File: config.mk
export PLATFORM = sky130hd
export DESIGN_NAME = small_gpio_port_block
export DESIGN_NICKNAME = d
export VERILOG_FILES = /design/src/rtl/gpio_pkg.sv /design/src/rtl/edge_sync_if.sv /design/src/rtl/pin_edge_sync.sv /design/src/rtl/small_gpio_port_block.sv
export SDC_FILE = /design/constraint.sdc
export NUM_CORES = 1
export LEC_CHECK = 0
export BUFFER_PORTS_ARGS = -buffer_cell sky130_fd_sc_hd__buf_2
export CORE_MARGIN = 2
export CORE_UTILIZATION = 40
export DETAILED_ROUTE_END_ITERATION = 12
export HOLD_SLACK_MARGIN = 0.02
export PLACE_DENSITY = 0.59
export SYNTH_ARGS = -nofsm -noshare
export SYNTH_HDL_FRONTEND = slang
export SYNTH_SLANG_ARGS = --single-unit
File: constraint.sdc
create_clock -name clk_i -period 5.89 [get_ports clk_i]
set_input_delay 1.178 -clock clk_i [delete_from_list [all_inputs] [get_ports clk_i]]
set_output_delay 1.178 -clock clk_i [all_outputs]
set_load 0.01 [all_outputs]
File: src/rtl/gpio_pkg.sv
// Purpose: shared constants and types of the small gpio port block
// Assumes: eight pins, p1[3:0] in bits 7..4 and p0[3:0] in bits 3..0
// Notes:   special-function and alias addresses live here only
package gpio_pkg;
  // ***************************************************************
  // sizes
  // ***************************************************************
  localparam int NUM_PINS   = 8;     // pins of both ports
  localparam int PORT_W     = 4;     // pins per port
  localparam int FN_CODE_W  = 4;     // function code per pin
  localparam int NUM_FN     = 16;    // function codes in total
  localparam int NUM_OBS    = 6;     // observation outputs
  localparam int NUM_FSEL   = 4;     // function select registers
  localparam int SYNC_W     = 9;     // eight pins plus usb d+

  // ***************************************************************
  // special-function register addresses
  // ***************************************************************
  localparam logic [7:0] ADDR_PORT0_DATA  = 8'h80;
  localparam logic [7:0] ADDR_PORT0_FLAGS = 8'h89;
  localparam logic [7:0] ADDR_PORT1_FLAGS = 8'h8a;
  localparam logic [7:0] ADDR_DPLUS_FLAG  = 8'h8b;
  localparam logic [7:0] ADDR_EDGE_POL    = 8'h8c;
  localparam logic [7:0] ADDR_PORT1_MASK  = 8'h8d;
  localparam logic [7:0] ADDR_INPUT_MODE  = 8'h8f;
  localparam logic [7:0] ADDR_PORT1_DATA  = 8'h90;
  localparam logic [7:0] ADDR_PORT0_MASK  = 8'hab;
  localparam logic [7:0] ADDR_DPLUS_MASK  = 8'hac;
  localparam logic [7:0] ADDR_P0_LO_FSEL  = 8'hf3;
  localparam logic [7:0] ADDR_P0_HI_FSEL  = 8'hf4;
  localparam logic [7:0] ADDR_P1_LO_FSEL  = 8'hf5;
  localparam logic [7:0] ADDR_P1_HI_FSEL  = 8'hf6;
  localparam logic [7:0] ADDR_PULL_DRIVE  = 8'hf7;
  localparam logic [7:0] ADDR_PIN_DIR     = 8'hfd;

  // read-only aliases in the external data space
  localparam logic [15:0] XADDR_PORT0_DATA = 16'h7080;
  localparam logic [15:0] XADDR_PORT1_DATA = 16'h7090;

  // ***************************************************************
  // reset values, fields and pin roles
  // ***************************************************************
  localparam logic [3:0] PORT_DATA_RST  = 4'hf;
  localparam logic [7:0] REG_RST        = 8'h00;
  localparam logic [3:0] NIB_RST        = 4'h0;
  localparam logic [3:0] FN_GPIO        = 4'h0;
  localparam logic [7:0] INMODE_WMASK   = 8'hcf;  // bits 5,4 read zero
  localparam logic [7:0] INMODE_FORCED  = 8'h30;  // high-drive pins 3-state
  localparam logic [7:0] PULL_WMASK     = 8'hef;  // bit 4 unused
  localparam int         DRIVE_BOOST_BIT = 5;
  localparam int         DPLUS_BIT       = 5;
  localparam int         DPLUS_SYNC_IDX  = 8;
  localparam int         PIN_DBG_CLOCK   = 6;     // port 1 bit 2
  localparam int         PIN_DBG_DATA    = 7;     // port 1 bit 3
  localparam int         BIT_IDX_W       = 3;
  // observation output k drives this pin
  localparam int unsigned OBS_PIN_OF [0:NUM_OBS-1] = '{4, 5, 0, 1, 2, 3};

  // ***************************************************************
  // synchroniser start-up
  // ***************************************************************
  localparam logic [1:0] SYNC_FILL_CYCLES = 2'd3;
  typedef enum logic {
    SYNC_PRIME = 1'b0,
    SYNC_RUN   = 1'b1
  } sync_state_t;
endpackage

File: src/rtl/edge_sync_if.sv
// Purpose: carries filtered pin levels and edge pulses
// Assumes: one clock, all fields on clk_i
// Notes:   src is the synchroniser, dst the port block
`timescale 1ns/1ps
`default_nettype none
interface edge_sync_if #(parameter int W = 9);
  logic [W-1:0] level;  // debounced pin level
  logic [W-1:0] rise;   // one-cycle pulse per rising edge
  logic [W-1:0] fall;   // one-cycle pulse per falling edge
  modport src (output level, output rise, output fall);
  modport dst (input level, input rise, input fall);
endinterface
`default_nettype wire

File: src/rtl/pin_edge_sync.sv
// Purpose: three-stage pin synchroniser with edge pulses
// Assumes: raw inputs are asynchronous to clk_i
// Notes:   a change counts once stages two and three agree
`timescale 1ns/1ps
`default_nettype none
module pin_edge_sync
  import gpio_pkg::*;
#(
  parameter int W = SYNC_W
) (
  input  wire logic         clk_i,
  input  wire logic         nrst_i,
  input  wire logic [W-1:0] raw_i,
  edge_sync_if.src          ev
);
  logic [W-1:0] s1_q, s2_q, s3_q;  // synchroniser chain
  logic [W-1:0] lvl_q;             // accepted level
  logic [W-1:0] rise_q, fall_q;    // edge pulses
  logic [W-1:0] agree;             // stages two and three match
  logic [1:0]   fill_q;            // start-up fill count
  sync_state_t  st_q;

  // first stage feeds only the second
  always_ff @(posedge clk_i or negedge nrst_i) begin
    if (!nrst_i) begin
      s1_q <= '0;
      s2_q <= '0;
      s3_q <= '0;
    end else begin
      s1_q <= raw_i;
      s2_q <= s1_q;
      s3_q <= s2_q;
    end
  end

  assign agree = ~(s2_q ^ s3_q);

  // prime without edges so pulled-high pins give no false flag
  always_ff @(posedge clk_i or negedge nrst_i) begin
    if (!nrst_i) begin
      st_q   <= SYNC_PRIME;
      fill_q <= '0;
    end else if (st_q == SYNC_PRIME) begin
      fill_q <= fill_q + 2'd1;
      if (fill_q == SYNC_FILL_CYCLES) begin
        st_q <= SYNC_RUN;
      end
    end
  end

  // one pulse per accepted change of level
  always_ff @(posedge clk_i or negedge nrst_i) begin
    if (!nrst_i) begin
      lvl_q  <= '0;
      rise_q <= '0;
      fall_q <= '0;
    end else begin
      unique case (st_q)
        SYNC_PRIME: begin
          // newest settled stage: a pin that settles just after release
          // is already the known level once edges start to count
          lvl_q  <= s2_q;
          rise_q <= '0;
          fall_q <= '0;
        end
        SYNC_RUN: begin
          lvl_q  <= (agree & s3_q) | (~agree & lvl_q);
          rise_q <= agree & s3_q & ~lvl_q;
          fall_q <= agree & ~s3_q & lvl_q;
        end
      endcase
    end
  end

  assign ev.level = lvl_q;
  assign ev.rise  = rise_q;
  assign ev.fall  = fall_q;
endmodule
`default_nettype wire

File: src/rtl/small_gpio_port_block.sv
// Purpose: eight-pin port with function select, pulls and edge flags
// Assumes: special-function bus on clk_i, one access per cycle
// Notes:   all outputs are flopped, so pins follow registers by one cycle
`timescale 1ns/1ps
`default_nettype none

module small_gpio_port_block
  import gpio_pkg::*;
(
  input  wire logic                 clk_i,
  input  wire logic                 nrst_i,
  input  wire logic [7:0]           sfr_addr_i,
  input  wire logic                 sfr_wr_i,
  input  wire logic                 sfr_rd_i,
  input  wire logic [7:0]           sfr_wdata_i,
  input  wire logic                 sfr_bit_wr_i,
  input  wire logic [BIT_IDX_W-1:0] sfr_bit_idx_i,
  input  wire logic                 sfr_bit_val_i,
  output logic [7:0]                sfr_rdata_o,
  input  wire logic [15:0]          external_data_space_addr_i,
  input  wire logic                 external_data_space_rd_i,
  output logic [7:0]                external_data_space_rdata_o,
  input  wire logic [NUM_PINS-1:0]  pad_in_i,
  output logic [NUM_PINS-1:0]       pad_out_o,
  output logic [NUM_PINS-1:0]       pad_oe_o,
  output logic [NUM_PINS-1:0]       pull_up_o,
  output logic [NUM_PINS-1:0]       pull_down_o,
  output logic                      low_supply_drive_boost_o,
  input  wire logic                 dplus_i,
  input  wire logic                 debug_mode_i,
  input  wire logic                 dbg_data_line_out_i,
  input  wire logic                 dbg_data_line_oe_i,
  output logic                      dbg_data_line_in_o,
  output logic                      dbg_clock_line_in_o,
  input  wire logic [NUM_OBS-1:0]   observation_output_select_i,
  input  wire logic [NUM_OBS-1:0]   radio_observe_signal_i,
  input  wire logic [NUM_FN-1:0]    periph_out_i,
  input  wire logic [NUM_FN-1:0]    periph_oe_i,
  output logic [NUM_FN-1:0]         periph_in_o,
  output logic                      port0_irq_o,
  output logic                      port1_irq_o,
  output logic                      dplus_irq_o
);
  // ***************************************************************
  // state
  // ***************************************************************
  logic [PORT_W-1:0] port0_pin_data_q;        // port 0 latch
  logic [PORT_W-1:0] port1_pin_data_q;        // port 1 latch
  logic [7:0]        fsel_q [0:NUM_FSEL-1];   // p0lo, p0hi, p1lo, p1hi
  logic [7:0]        pin_direction_q;         // one is output
  logic [7:0]        input_mode_select_q;     // one is 3-state
  logic [7:0]        pull_and_drive_select_q; // pull dir, boost
  logic [7:0]        edge_polarity_select_q;  // one is falling
  logic [PORT_W-1:0] port0_edge_flags_q;
  logic [PORT_W-1:0] port1_edge_flags_q;
  logic              dplus_negedge_flag_q;
  logic [PORT_W-1:0] port0_irq_mask_q;
  logic [PORT_W-1:0] port1_irq_mask_q;
  logic              dplus_irq_mask_q;

  // next values of the flopped outputs
  logic [NUM_PINS-1:0] out_d, oe_d, pup_d, pdn_d;
  logic [NUM_FN-1:0]   pin_in_d;
  logic [7:0]          rd_d, xrd_d;
  logic [NUM_PINS-1:0] set_d;                 // edge hits per pin
  logic [NUM_PINS-1:0] mode_eff;              // effective 3-state

  edge_sync_if #(.W(SYNC_W)) sync_bus ();

  // ***************************************************************
  // helpers
  // ***************************************************************
  // strobe for a whole-byte write to one address
  function automatic logic wr_hit(input logic [7:0] a);
    return sfr_wr_i && (sfr_addr_i == a);
  endfunction

  // function code of pin i, two pins per select register
  function automatic logic [FN_CODE_W-1:0] pin_code(input int i);
    logic [7:0] r;
    r = fsel_q[i / 2];
    return (i % 2 == 1) ? r[7:4] : r[3:0];
  endfunction

  // ***************************************************************
  // pin synchroniser
  // ***************************************************************
  pin_edge_sync #(.W(SYNC_W)) u_sync (
    .clk_i  (clk_i),
    .nrst_i (nrst_i),
    .raw_i  ({dplus_i, pad_in_i}),
    .ev     (sync_bus.src)
  );

  // ***************************************************************
  // configuration registers
  // ***************************************************************
  // port data, byte or single-bit write; upper nibble never stored
  always_ff @(posedge clk_i or negedge nrst_i) begin
    if (!nrst_i) begin
      port0_pin_data_q <= PORT_DATA_RST;
      port1_pin_data_q <= PORT_DATA_RST;
    end else begin
      if (wr_hit(ADDR_PORT0_DATA)) begin
        port0_pin_data_q <= sfr_wdata_i[PORT_W-1:0];
      end else if (sfr_bit_wr_i && sfr_addr_i == ADDR_PORT0_DATA
                   && !sfr_bit_idx_i[BIT_IDX_W-1]) begin
        port0_pin_data_q[sfr_bit_idx_i[1:0]] <= sfr_bit_val_i;
      end
      if (wr_hit(ADDR_PORT1_DATA)) begin
        port1_pin_data_q <= sfr_wdata_i[PORT_W-1:0];
      end else if (sfr_bit_wr_i && sfr_addr_i == ADDR_PORT1_DATA
                   && !sfr_bit_idx_i[BIT_IDX_W-1]) begin
        port1_pin_data_q[sfr_bit_idx_i[1:0]] <= sfr_bit_val_i;
      end
    end
  end

  // function select registers
  always_ff @(posedge clk_i or negedge nrst_i) begin
    if (!nrst_i) begin
      for (int r = 0; r < NUM_FSEL; r++) begin
        fsel_q[r] <= REG_RST;
      end
    end else begin
      if (wr_hit(ADDR_P0_LO_FSEL)) fsel_q[0] <= sfr_wdata_i;
      if (wr_hit(ADDR_P0_HI_FSEL)) fsel_q[1] <= sfr_wdata_i;
      if (wr_hit(ADDR_P1_LO_FSEL)) fsel_q[2] <= sfr_wdata_i;
      if (wr_hit(ADDR_P1_HI_FSEL)) fsel_q[3] <= sfr_wdata_i;
    end
  end

  // direction, input mode, pulls, edge polarity
  always_ff @(posedge clk_i or negedge nrst_i) begin
    if (!nrst_i) begin
      pin_direction_q         <= REG_RST;
      input_mode_select_q     <= REG_RST;
      pull_and_drive_select_q <= REG_RST;
      edge_polarity_select_q  <= REG_RST;
    end else begin
      if (wr_hit(ADDR_PIN_DIR)) begin
        pin_direction_q <= sfr_wdata_i;
      end
      if (wr_hit(ADDR_INPUT_MODE)) begin
        input_mode_select_q <= sfr_wdata_i & INMODE_WMASK;
      end
      if (wr_hit(ADDR_PULL_DRIVE)) begin
        pull_and_drive_select_q <= sfr_wdata_i & PULL_WMASK;
      end
      if (wr_hit(ADDR_EDGE_POL)) begin
        edge_polarity_select_q <= sfr_wdata_i;
      end
    end
  end

  // per-pin interrupt masks
  always_ff @(posedge clk_i or negedge nrst_i) begin
    if (!nrst_i) begin
      port0_irq_mask_q <= NIB_RST;
      port1_irq_mask_q <= NIB_RST;
      dplus_irq_mask_q <= 1'b0;
    end else begin
      if (wr_hit(ADDR_PORT0_MASK)) port0_irq_mask_q <= sfr_wdata_i[PORT_W-1:0];
      if (wr_hit(ADDR_PORT1_MASK)) port1_irq_mask_q <= sfr_wdata_i[PORT_W-1:0];
      if (wr_hit(ADDR_DPLUS_MASK)) dplus_irq_mask_q <= sfr_wdata_i[DPLUS_BIT];
    end
  end

  // ***************************************************************
  // edge flags
  // ***************************************************************
  // polarity picks the edge; masks and pin function play no part
  assign set_d = (sync_bus.rise[NUM_PINS-1:0] & ~edge_polarity_select_q)
               | (sync_bus.fall[NUM_PINS-1:0] & edge_polarity_select_q);

  // written zeros clear, ones keep; a same-cycle edge still sets
  always_ff @(posedge clk_i or negedge nrst_i) begin
    if (!nrst_i) begin
      port0_edge_flags_q   <= NIB_RST;
      port1_edge_flags_q   <= NIB_RST;
      dplus_negedge_flag_q <= 1'b0;
    end else begin
      port0_edge_flags_q <= (wr_hit(ADDR_PORT0_FLAGS)
                             ? port0_edge_flags_q & sfr_wdata_i[PORT_W-1:0]
                             : port0_edge_flags_q)
                            | set_d[PORT_W-1:0];
      port1_edge_flags_q <= (wr_hit(ADDR_PORT1_FLAGS)
                             ? port1_edge_flags_q & sfr_wdata_i[PORT_W-1:0]
                             : port1_edge_flags_q)
                            | set_d[NUM_PINS-1:PORT_W];
      dplus_negedge_flag_q <= (wr_hit(ADDR_DPLUS_FLAG)
                               ? dplus_negedge_flag_q & sfr_wdata_i[DPLUS_BIT]
                               : dplus_negedge_flag_q)
                              | sync_bus.fall[DPLUS_SYNC_IDX];
    end
  end

  // requests follow flags and masks one cycle later
  always_ff @(posedge clk_i or negedge nrst_i) begin
    if (!nrst_i) begin
      port0_irq_o <= 1'b0;
      port1_irq_o <= 1'b0;
      dplus_irq_o <= 1'b0;
    end else begin
      port0_irq_o <= |(port0_edge_flags_q & port0_irq_mask_q);
      port1_irq_o <= |(port1_edge_flags_q & port1_irq_mask_q);
      dplus_irq_o <= dplus_negedge_flag_q & dplus_irq_mask_q;
    end
  end

  // ***************************************************************
  // pin multiplexing
  // ***************************************************************
  // high-drive pins behave as 3-state whatever the register holds
  assign mode_eff = input_mode_select_q | INMODE_FORCED;

  // priority: debug, then observation, then peripheral, then gpio
  always_comb begin
    out_d = {port1_pin_data_q, port0_pin_data_q};
    oe_d  = pin_direction_q;
    for (int i = 0; i < NUM_PINS; i++) begin
      if (pin_code(i) != FN_GPIO) begin
        // peripheral drives every pin it is mapped to
        out_d[i] = periph_out_i[pin_code(i)];
        oe_d[i]  = periph_oe_i[pin_code(i)];
      end
    end
    for (int k = 0; k < NUM_OBS; k++) begin
      if (observation_output_select_i[k]) begin
        out_d[OBS_PIN_OF[k]] = radio_observe_signal_i[k];
        oe_d[OBS_PIN_OF[k]]  = 1'b1;
      end
    end
    if (debug_mode_i) begin
      out_d[PIN_DBG_DATA]  = dbg_data_line_out_i;
      oe_d[PIN_DBG_DATA]   = dbg_data_line_oe_i;
      out_d[PIN_DBG_CLOCK] = 1'b0;
      oe_d[PIN_DBG_CLOCK]  = 1'b0;
    end
  end

  // pulls only on undriven pins in pull mode
  always_comb begin
    pup_d = ~mode_eff & ~oe_d & ~pull_and_drive_select_q;
    pdn_d = ~mode_eff & ~oe_d & pull_and_drive_select_q;
    if (debug_mode_i) begin
      pup_d[PIN_DBG_DATA]  = 1'b0;
      pup_d[PIN_DBG_CLOCK] = 1'b0;
      pdn_d[PIN_DBG_DATA]  = 1'b0;
      pdn_d[PIN_DBG_CLOCK] = 1'b0;
    end
  end

  // each peripheral input is the OR of all pins mapped to it
  always_comb begin
    pin_in_d = '0;
    for (int i = 0; i < NUM_PINS; i++) begin
      if (pin_code(i) != FN_GPIO) begin
        pin_in_d[pin_code(i)] = pin_in_d[pin_code(i)] | sync_bus.level[i];
      end
    end
  end

  // pad-facing outputs
  always_ff @(posedge clk_i or negedge nrst_i) begin
    if (!nrst_i) begin
      pad_out_o                <= '0;
      pad_oe_o                 <= '0;
      pull_up_o                <= '0;
      pull_down_o              <= '0;
      low_supply_drive_boost_o <= 1'b0;
      periph_in_o              <= '0;
      dbg_data_line_in_o       <= 1'b0;
      dbg_clock_line_in_o      <= 1'b0;
    end else begin
      pad_out_o                <= out_d;
      pad_oe_o                 <= oe_d;
      pull_up_o                <= pup_d;
      pull_down_o              <= pdn_d;
      low_supply_drive_boost_o <= pull_and_drive_select_q[DRIVE_BOOST_BIT];
      periph_in_o              <= pin_in_d;
      dbg_data_line_in_o       <= sync_bus.level[PIN_DBG_DATA];
      dbg_clock_line_in_o      <= sync_bus.level[PIN_DBG_CLOCK];
    end
  end

  // ***************************************************************
  // read paths
  // ***************************************************************
  // unmapped addresses and unused bits read zero
  always_comb begin
    rd_d = '0;
    unique case (sfr_addr_i)
      ADDR_PORT0_DATA:  rd_d[PORT_W-1:0] = port0_pin_data_q;
      ADDR_PORT1_DATA:  rd_d[PORT_W-1:0] = port1_pin_data_q;
      ADDR_PORT0_FLAGS: rd_d[PORT_W-1:0] = port0_edge_flags_q;
      ADDR_PORT1_FLAGS: rd_d[PORT_W-1:0] = port1_edge_flags_q;
      ADDR_DPLUS_FLAG:  rd_d[DPLUS_BIT]  = dplus_negedge_flag_q;
      ADDR_EDGE_POL:    rd_d = edge_polarity_select_q;
      ADDR_INPUT_MODE:  rd_d = input_mode_select_q;
      ADDR_PULL_DRIVE:  rd_d = pull_and_drive_select_q;
      ADDR_PIN_DIR:     rd_d = pin_direction_q;
      ADDR_P0_LO_FSEL:  rd_d = fsel_q[0];
      ADDR_P0_HI_FSEL:  rd_d = fsel_q[1];
      ADDR_P1_LO_FSEL:  rd_d = fsel_q[2];
      ADDR_P1_HI_FSEL:  rd_d = fsel_q[3];
      ADDR_PORT0_MASK:  rd_d[PORT_W-1:0] = port0_irq_mask_q;
      ADDR_PORT1_MASK:  rd_d[PORT_W-1:0] = port1_irq_mask_q;
      ADDR_DPLUS_MASK:  rd_d[DPLUS_BIT]  = dplus_irq_mask_q;
      default:          rd_d = '0;
    endcase
  end

  // alias space has no write path at all
  always_comb begin
    xrd_d = '0;
    if (external_data_space_addr_i == XADDR_PORT0_DATA) begin
      xrd_d[PORT_W-1:0] = port0_pin_data_q;
    end else if (external_data_space_addr_i == XADDR_PORT1_DATA) begin
      xrd_d[PORT_W-1:0] = port1_pin_data_q;
    end
  end

  // read data held until the next read
  always_ff @(posedge clk_i or negedge nrst_i) begin
    if (!nrst_i) begin
      sfr_rdata_o   <= '0;
      external_data_space_rdata_o <= '0;
    end else begin
      if (sfr_rd_i) sfr_rdata_o <= rd_d;
      if (external_data_space_rd_i) external_data_space_rdata_o <= xrd_d;
    end
  end
endmodule
`default_nettype wire
==> results.yml, run 1 <==
layout:
  antenna_cells: 0
  area_growth_pct: 15.0
  final_common_cell: "dfrtp_1"
  fin_nets: 1515
  fin_cells: 1864
  drive_above_1_share_pct: 29.0
  final_area_sq_mm: 0.0155
  fillers: 3138
  utilization_pct: 46.4
  final_cell_mix: "dfrtp_1, buf_2, nand2_1, nor2_1, mux4_2"
clock_tree:
  path_clk_slew_ns: 0.06
  clockRootBuffer: "clkbuf_16"
  post_cts_resized: 0
  numCtsBuffers: 24
  clk_latency_ns: 0.54
  clockBufferDepth: 3
  clock_sinks: 205
  postCtsSetupRepairBufs: 0
  cts_max_level: 1
  cts_tree: "built"
  ctsHoldBuffers: 0
worst_setup_path:
  r2r-start: "fsel_q[31]"
  worstSetupPathDepth: 14
  crit_path_max_incr_delay_ns: 0.73
  cp_data_arrival_time_ns: 5.62
  crit_buf_inv: 0
  critPathTopFamily: "compound AO/OA/AOI/OAI gates"
  critPathMostFrequentCell: "o211ai_1"
  rrSetupSlack_ns: 0.68
  crit_required_ns: 6.29
  r2r_cells: 14
  cp-end-kind: "flip-flop"
  cp-start-kind: "flip-flop"
  crit_slowest_cell: "or4b_1"
  crit_path_end: "periph_in_o[15]"
  critical_path_class: "flip-flop to flip-flop"
  crit_start: "fsel_q[31]"
  path_max_fanout: 22
  rr_endpoint: "periph_in_o[15]"
  crit_chain: "or4b_1 -> a32oi_2 -> o22ai_1 -> a2111oi_2 -> o211ai_1 -> a21o_1 -> a211oi_2 -> o211ai_1 -> a221oi_4 -> o211ai_2 -> a311o_1 -> a311oi_4 -> and3_1 -> o211ai_1"
pwr:
  design_power_total_mw: 3.83
  netSwitchingFraction_pct: 28.9
  p_comb_share_pct: 16.6
  leakage_nw: 6.67
  power_density_mw_per_mm2: 248
  ir_drop_mv: 0.207
  p_int_mw: 2.72
  pwr-share-clk_pct: 41.2
  sequentialPowerShare_pct: 42.2
  p_sw_mw: 1.11
global_route:
  grt_pass1_vias: 11344
  grt_busiest_layer: "met2"
  grt_use_met1_pct: 35.8
  grt_usage_pct: 26.1
  grt_pass1_wl_um: 71000
  grt-ovfl-total: 0
  gr-usage-met3_pct: 4.07
  met2_usage_pct: 41.9
  antenna_found_initial: 0
  grt_max_degree: 109
logic_synthesis:
  synth_area_sq_mm: 0.0135
  synth_edf_count: 0
  synth_top_cell_by_area: "dfrtp_1"
  synth_cell_type_count: 87
  ys_top_cells_by_area: "dfrtp_1, mux4_2, mux2_2"
  synth_seq_cells: 205
  netlist_instances: 1275
  synth_seq_area_share_pct: 38.2
  postSynthAreaPerCell_sq_um: 10.6
  ys_warn_count: 0
  async_flop_share_pct: 100
  ys.flop_type: "dfrtp_1"
  netlist.area_leader.share_pct: 36.6
routing:
  first_iter_violations: 1249
  drc: 0
  wirelength_um: 46300
  first_pass_iters: 5
  vias: 11734
  vias_per_cell: 6.30
  avgRoutedWirePerCell_um: 24.8
  ant_nets: 0
placement:
  gp_congestion: 0.982
  place_area_sq_mm: 0.0146
  hpwl_um: 34100
  post-place-cells: 1821
  io_buffer_count: 159
min_path:
  hold_class: "flip-flop to flip-flop"
  hold_start: "u_sync.s1_q[8]"
sta:
  grt_setup_unrepaired: "false"
  skew_ns: 0.0170
  fmax_mhz: 192
  fin_tns_setup_ns: 0
  finalCritPeriodShare_pct: 88.5
  setup_viol: 0
  slew_violations: 0
  max_slew.worst_pin.slew_ns: 1.10
  hold_violations: 0
  maxSlewHeadroom_pct: 25.7
  final.min_clock_period_ns: 5.21
floorplanning:
  die-height_um: 187
  fp.dieW_um: 187
  initial_core_util_pct: 40.4
  core_sq_mm: 0.0334
  die-area_sq_mm: 0.0351
  rows: 67
  ios: 168
run_status:
  status: "finished clean"
run:
  max_cap_violations: 0
## cells by family (layout without fill, tap and decap cells)
group	Yosys count	in the layout	share of synthesized area, %
AOI/OAI and AO/OA	290	290	15.8
xor gates and xnor gates	7	7	0.455
adders and majority gates	18	18	1.67
buffers and inverters	133	266	4.04
DFF	205	205	38.2
muxes	201	201	23.3
other	1	9	0.0279
and+or+nand+nor	420	420	16.5
## final cells by class
| class | instances | area (sq um) | share of cell area, % |
|---|---|---|---|
| sequential | 205 | 5140 | 33.2 |
| inverter | 43 | 161 | 1.04 |
| tap | 448 | 561 | 3.62 |
| clock inverter | 10 | 159 | 1.03 |
| clock buffer | 33 | 684 | 4.42 |
| multi-input combinational | 945 | 7810 | 50.5 |
| timing repair buffer | 180 | 963 | 6.22 |
## power by group through the flow
stage / clock network [mW] / registers, mW / logic (mW)
3_3_place_gp: 0 / 1.64 / 0.627
4_1_cts: 1.61 / 1.61 / 0.634
6_report: 1.58 / 1.62 / 0.636
3_5_place_dp: 0 / 1.64 / 0.630
5_1_grt: 1.67 / 1.63 / 0.686
2_1_floorplan: 0 / 1.58 / 0.406
## sequential cells by signal, summed over array words and instances (netlist names), 9 cells and up, named ones only
name / flops
fsel_q: 32
periph_in_o: 16
u_sync.s2_q: 9
u_sync.s1_q: 9
u_sync.s3_q: 9
u_sync.ev.fall: 9
## routing by layer
layer	vias up	share of wire, %
met5	-	0
met4	0	4.4
met3	112	8.0
met2	614	46
met1	5868	42
li1	5140	-
## Yosys cell counts (all sizes together) (9+ instances only)
master,n
o21ai,57
nor2b,22
a31oi,13
nor4b,12
a22o,12
dfrtp,197
nor4,11
nand2b,13
inv,42
buf,30
ha,18
nand2,107
o22ai,14
nor3,27
and3,27
mux2,74
nand3,29
nor3b,12
a22oi,10
mux4,83
mux2i,44
clkbuf,60
o211ai,20
a221oi,14
nor2,95
nand3b,9
a21oi,50
## per-stage QoR
step	hold WS (ns)	setup slack, ns
final	0.347	0.676
after global routing	0.359	0.340
after CTS	0.349	0.806
after detailed placement	0.335	0.828
after global placement	0.334	0.864
after floorplan	0.331	1.71
## worst min path at each step
stage / to / slack (ns) / cells after the start
floorplan: u_sync.s2_q[0] / 0.33 / 0
global placement: u_sync.s2_q[7] / 0.33 / 0
detailed placement: u_sync.s2_q[7] / 0.33 / 0
CTS: u_sync.s2_q[8] / 0.35 / 0
global route: u_sync.s2_q[5] / 0.36 / 0
finish: u_sync.s2_q[8] / 0.35 / 0
No activity file was read; power rests on OpenSTA's default activity.
==> run 2: changes to the inputs <==
Settings changed: CORE_UTILIZATION 40 to 59, PLACE_DENSITY 0.59 to 0.81.
==> run 2 against run 1 <==
Effect of this change: count of clock-buffer cells in the layout down 4; via count up 3.4%; cell area is 1.3% lower.
==> results.yml, run 2 (synthesis gave the netlist of run 1 again) <==
global_route:
  grt_pass1_vias: 11816
  grt-ovfl-total: 0
  grt_usage_pct: 37.2
  grt_pass1_wl_um: 69000
  grt_max_degree: 112
  antenna_found_initial: 5
placement:
  gp_congestion: 1.02
  hpwl_um: 32200
  post-place-cells: 1662
  io_buffer_count: 159
sta:
  grt_setup_unrepaired: "false"
  hold_ws_ns: 0.347
  skew_ns: 0.00843
  maxSlewHeadroom_pct: 28.0
  final.min_clock_period_ns: 5.09
  max_slew.worst_pin.slew_ns: 1.07
  slew_violations: 0
  setup_viol: 0
  hold_violations: 0
  fin_tns_setup_ns: 0
  finalCritPeriodShare_pct: 86.5
  fmax_mhz: 196
pwr:
  pwr-share-clk_pct: 39.8
  sequentialPowerShare_pct: 43.0
  p_comb_share_pct: 17.2
  p_int_mw: 2.69
  leakage_nw: 6.69
  power_density_mw_per_mm2: 246
  ir_drop_mv: 0.317
  p_sw_mw: 1.06
  netSwitchingFraction_pct: 28.4
worst_setup_path:
  crit_required_ns: 6.31
  crit_path_max_incr_delay_ns: 0.73
  crit_chain: "nor2b_1 -> nand2_1 -> o221a_2 -> o211a_4 -> a211oi_1 -> nor3_1 -> or4_1 -> a31oi_1 -> nand2_1 -> o211a_1 -> o31ai_1 -> o211ai_1 -> and3_1 -> o211ai_1"
  cp_data_arrival_time_ns: 5.51
  cp-start-kind: "flip-flop"
  path_max_fanout: 16
  critical_path_class: "flip-flop to flip-flop"
  crit_buf_inv: 0
  critPathTopFamily: "compound AO/OA/AOI/OAI gates"
  crit_slowest_cell: "dfrtp_1"
  cp-end-kind: "flip-flop"
floorplanning:
  initial_core_util_pct: 59.8
  fp.dieW_um: 155
  ios: 168
  die-area_sq_mm: 0.0240
  die-height_um: 155
  rows: 55
  core_sq_mm: 0.0225
clock_tree:
  path_clk_slew_ns: 0.06
  cts_tree: "built"
  clock_sinks: 205
  cts_max_level: 1
  clockBufferDepth: 3
  postCtsSetupRepairBufs: 0
  clk_latency_ns: 0.51
  numCtsBuffers: 23
  ctsHoldBuffers: 0
  clockRootBuffer: "clkbuf_16"
  post_cts_resized: 0
routing:
  wirelength_um: 44300
  drc: 0
  ant_nets: 0
  first_pass_iters: 6
  avgRoutedWirePerCell_um: 25.9
  first_iter_violations: 1660
  vias_per_cell: 7.10
  vias: 12128
run_status:
  status: "finished clean"
run:
  max_cap_violations: 0
layout:
  top_register: "fsel_q"
  largest_reg_flops: 32
  drive_above_1_share_pct: 29.3
  area_growth_pct: 13.4
  reg.largest.list: "fsel_q: 32 flops, periph_in_o: 16 flops"
  final_common_cell: "dfrtp_1"
  fin_cells: 1708
  final_cell_mix: "dfrtp_1, buf_2, nand2_1, nor2_1, mux4_2"
  fin_nets: 1518
  fillers: 1700
min_path:
  hold_class: "flip-flop to flip-flop"
==> run 2: final cells by class <==
type	count	area (sq um)	area share [%]
multi-input combinational	945	7810	51.1
sequential	205	5140	33.7
timing repair buffer	184	992	6.50
clock buffer	29	648	4.24
tap	285	357	2.34
inverter	43	161	1.06
clock inverter	12	149	0.975
antenna	5	12.5	0.0819
==> run 2: metal layers <==
metal / GRT usage [%] / up-vias / part of all wire, %
met5: 0 / - / 0
met2: 57.4 / 947 / 45
met4: 14.3 / 0 / 4.8
met1: 51.5 / 5872 / 38
li1: - / 5149 / -
met3: 8.94 / 160 / 13
==> run 2: through the flow <==
step	instance area, sq um	total power, mW	worst slack [ns]	util, %
floorplan	13500	1.99	1.71	-
global placement	14500	2.24	0.915	64.3
detailed placement	14500	2.25	0.956	64.3
CTS	15300	3.74	0.937	67.8
global route	15300	3.87	0.507	67.9
finish	15300	3.75	0.796	67.9
==> run 2: worst register-to-register path, cell delays in order (launching register included) <==
cell and delay (ns):
dfrtp_1 0.73, nor2b_1 0.47, nand2_1 0.25, o221a_2 0.38, o211a_4 0.27, a211oi_1 0.45
nor3_1 0.09, or4_1 0.49, a31oi_1 0.39, nand2_1 0.24, o211a_1 0.25, o31ai_1 0.43
o211ai_1 0.13, and3_1 0.23, o211ai_1 0.20
==> run 2: final timing paths <==
| check | startpoint | end | slack (ns) | cells after the start |
|---|---|---|---|---|
| setup / recovery | fsel_q[18] | periph_in_o[15] | 0.80 | 14 |
| hold / removal | u_sync.s1_q[6] | u_sync.s2_q[6] | 0.35 | 0 |
| setup reg to reg | fsel_q[18] | periph_in_o[15] | 0.80 | 14 |
| hold reg to reg | u_sync.s1_q[6] | u_sync.s2_q[6] | 0.35 | 0 |
| max in group asynchronous | nrst_i | sfr_rdata_o[3] | 3.88 | 2 |
| min in group asynchronous | nrst_i | periph_in_o[10] | 0.77 | 1 |
==> run 2: power groups by stage <==
stage               clock, mW  sequential [mW]  combinational, mW
floorplan                   0             1.58              0.406
global placement            0             1.63              0.613
detailed placement          0             1.63              0.623
CTS                      1.51             1.61              0.632
global route             1.56             1.62              0.692
finish                   1.49             1.61              0.647
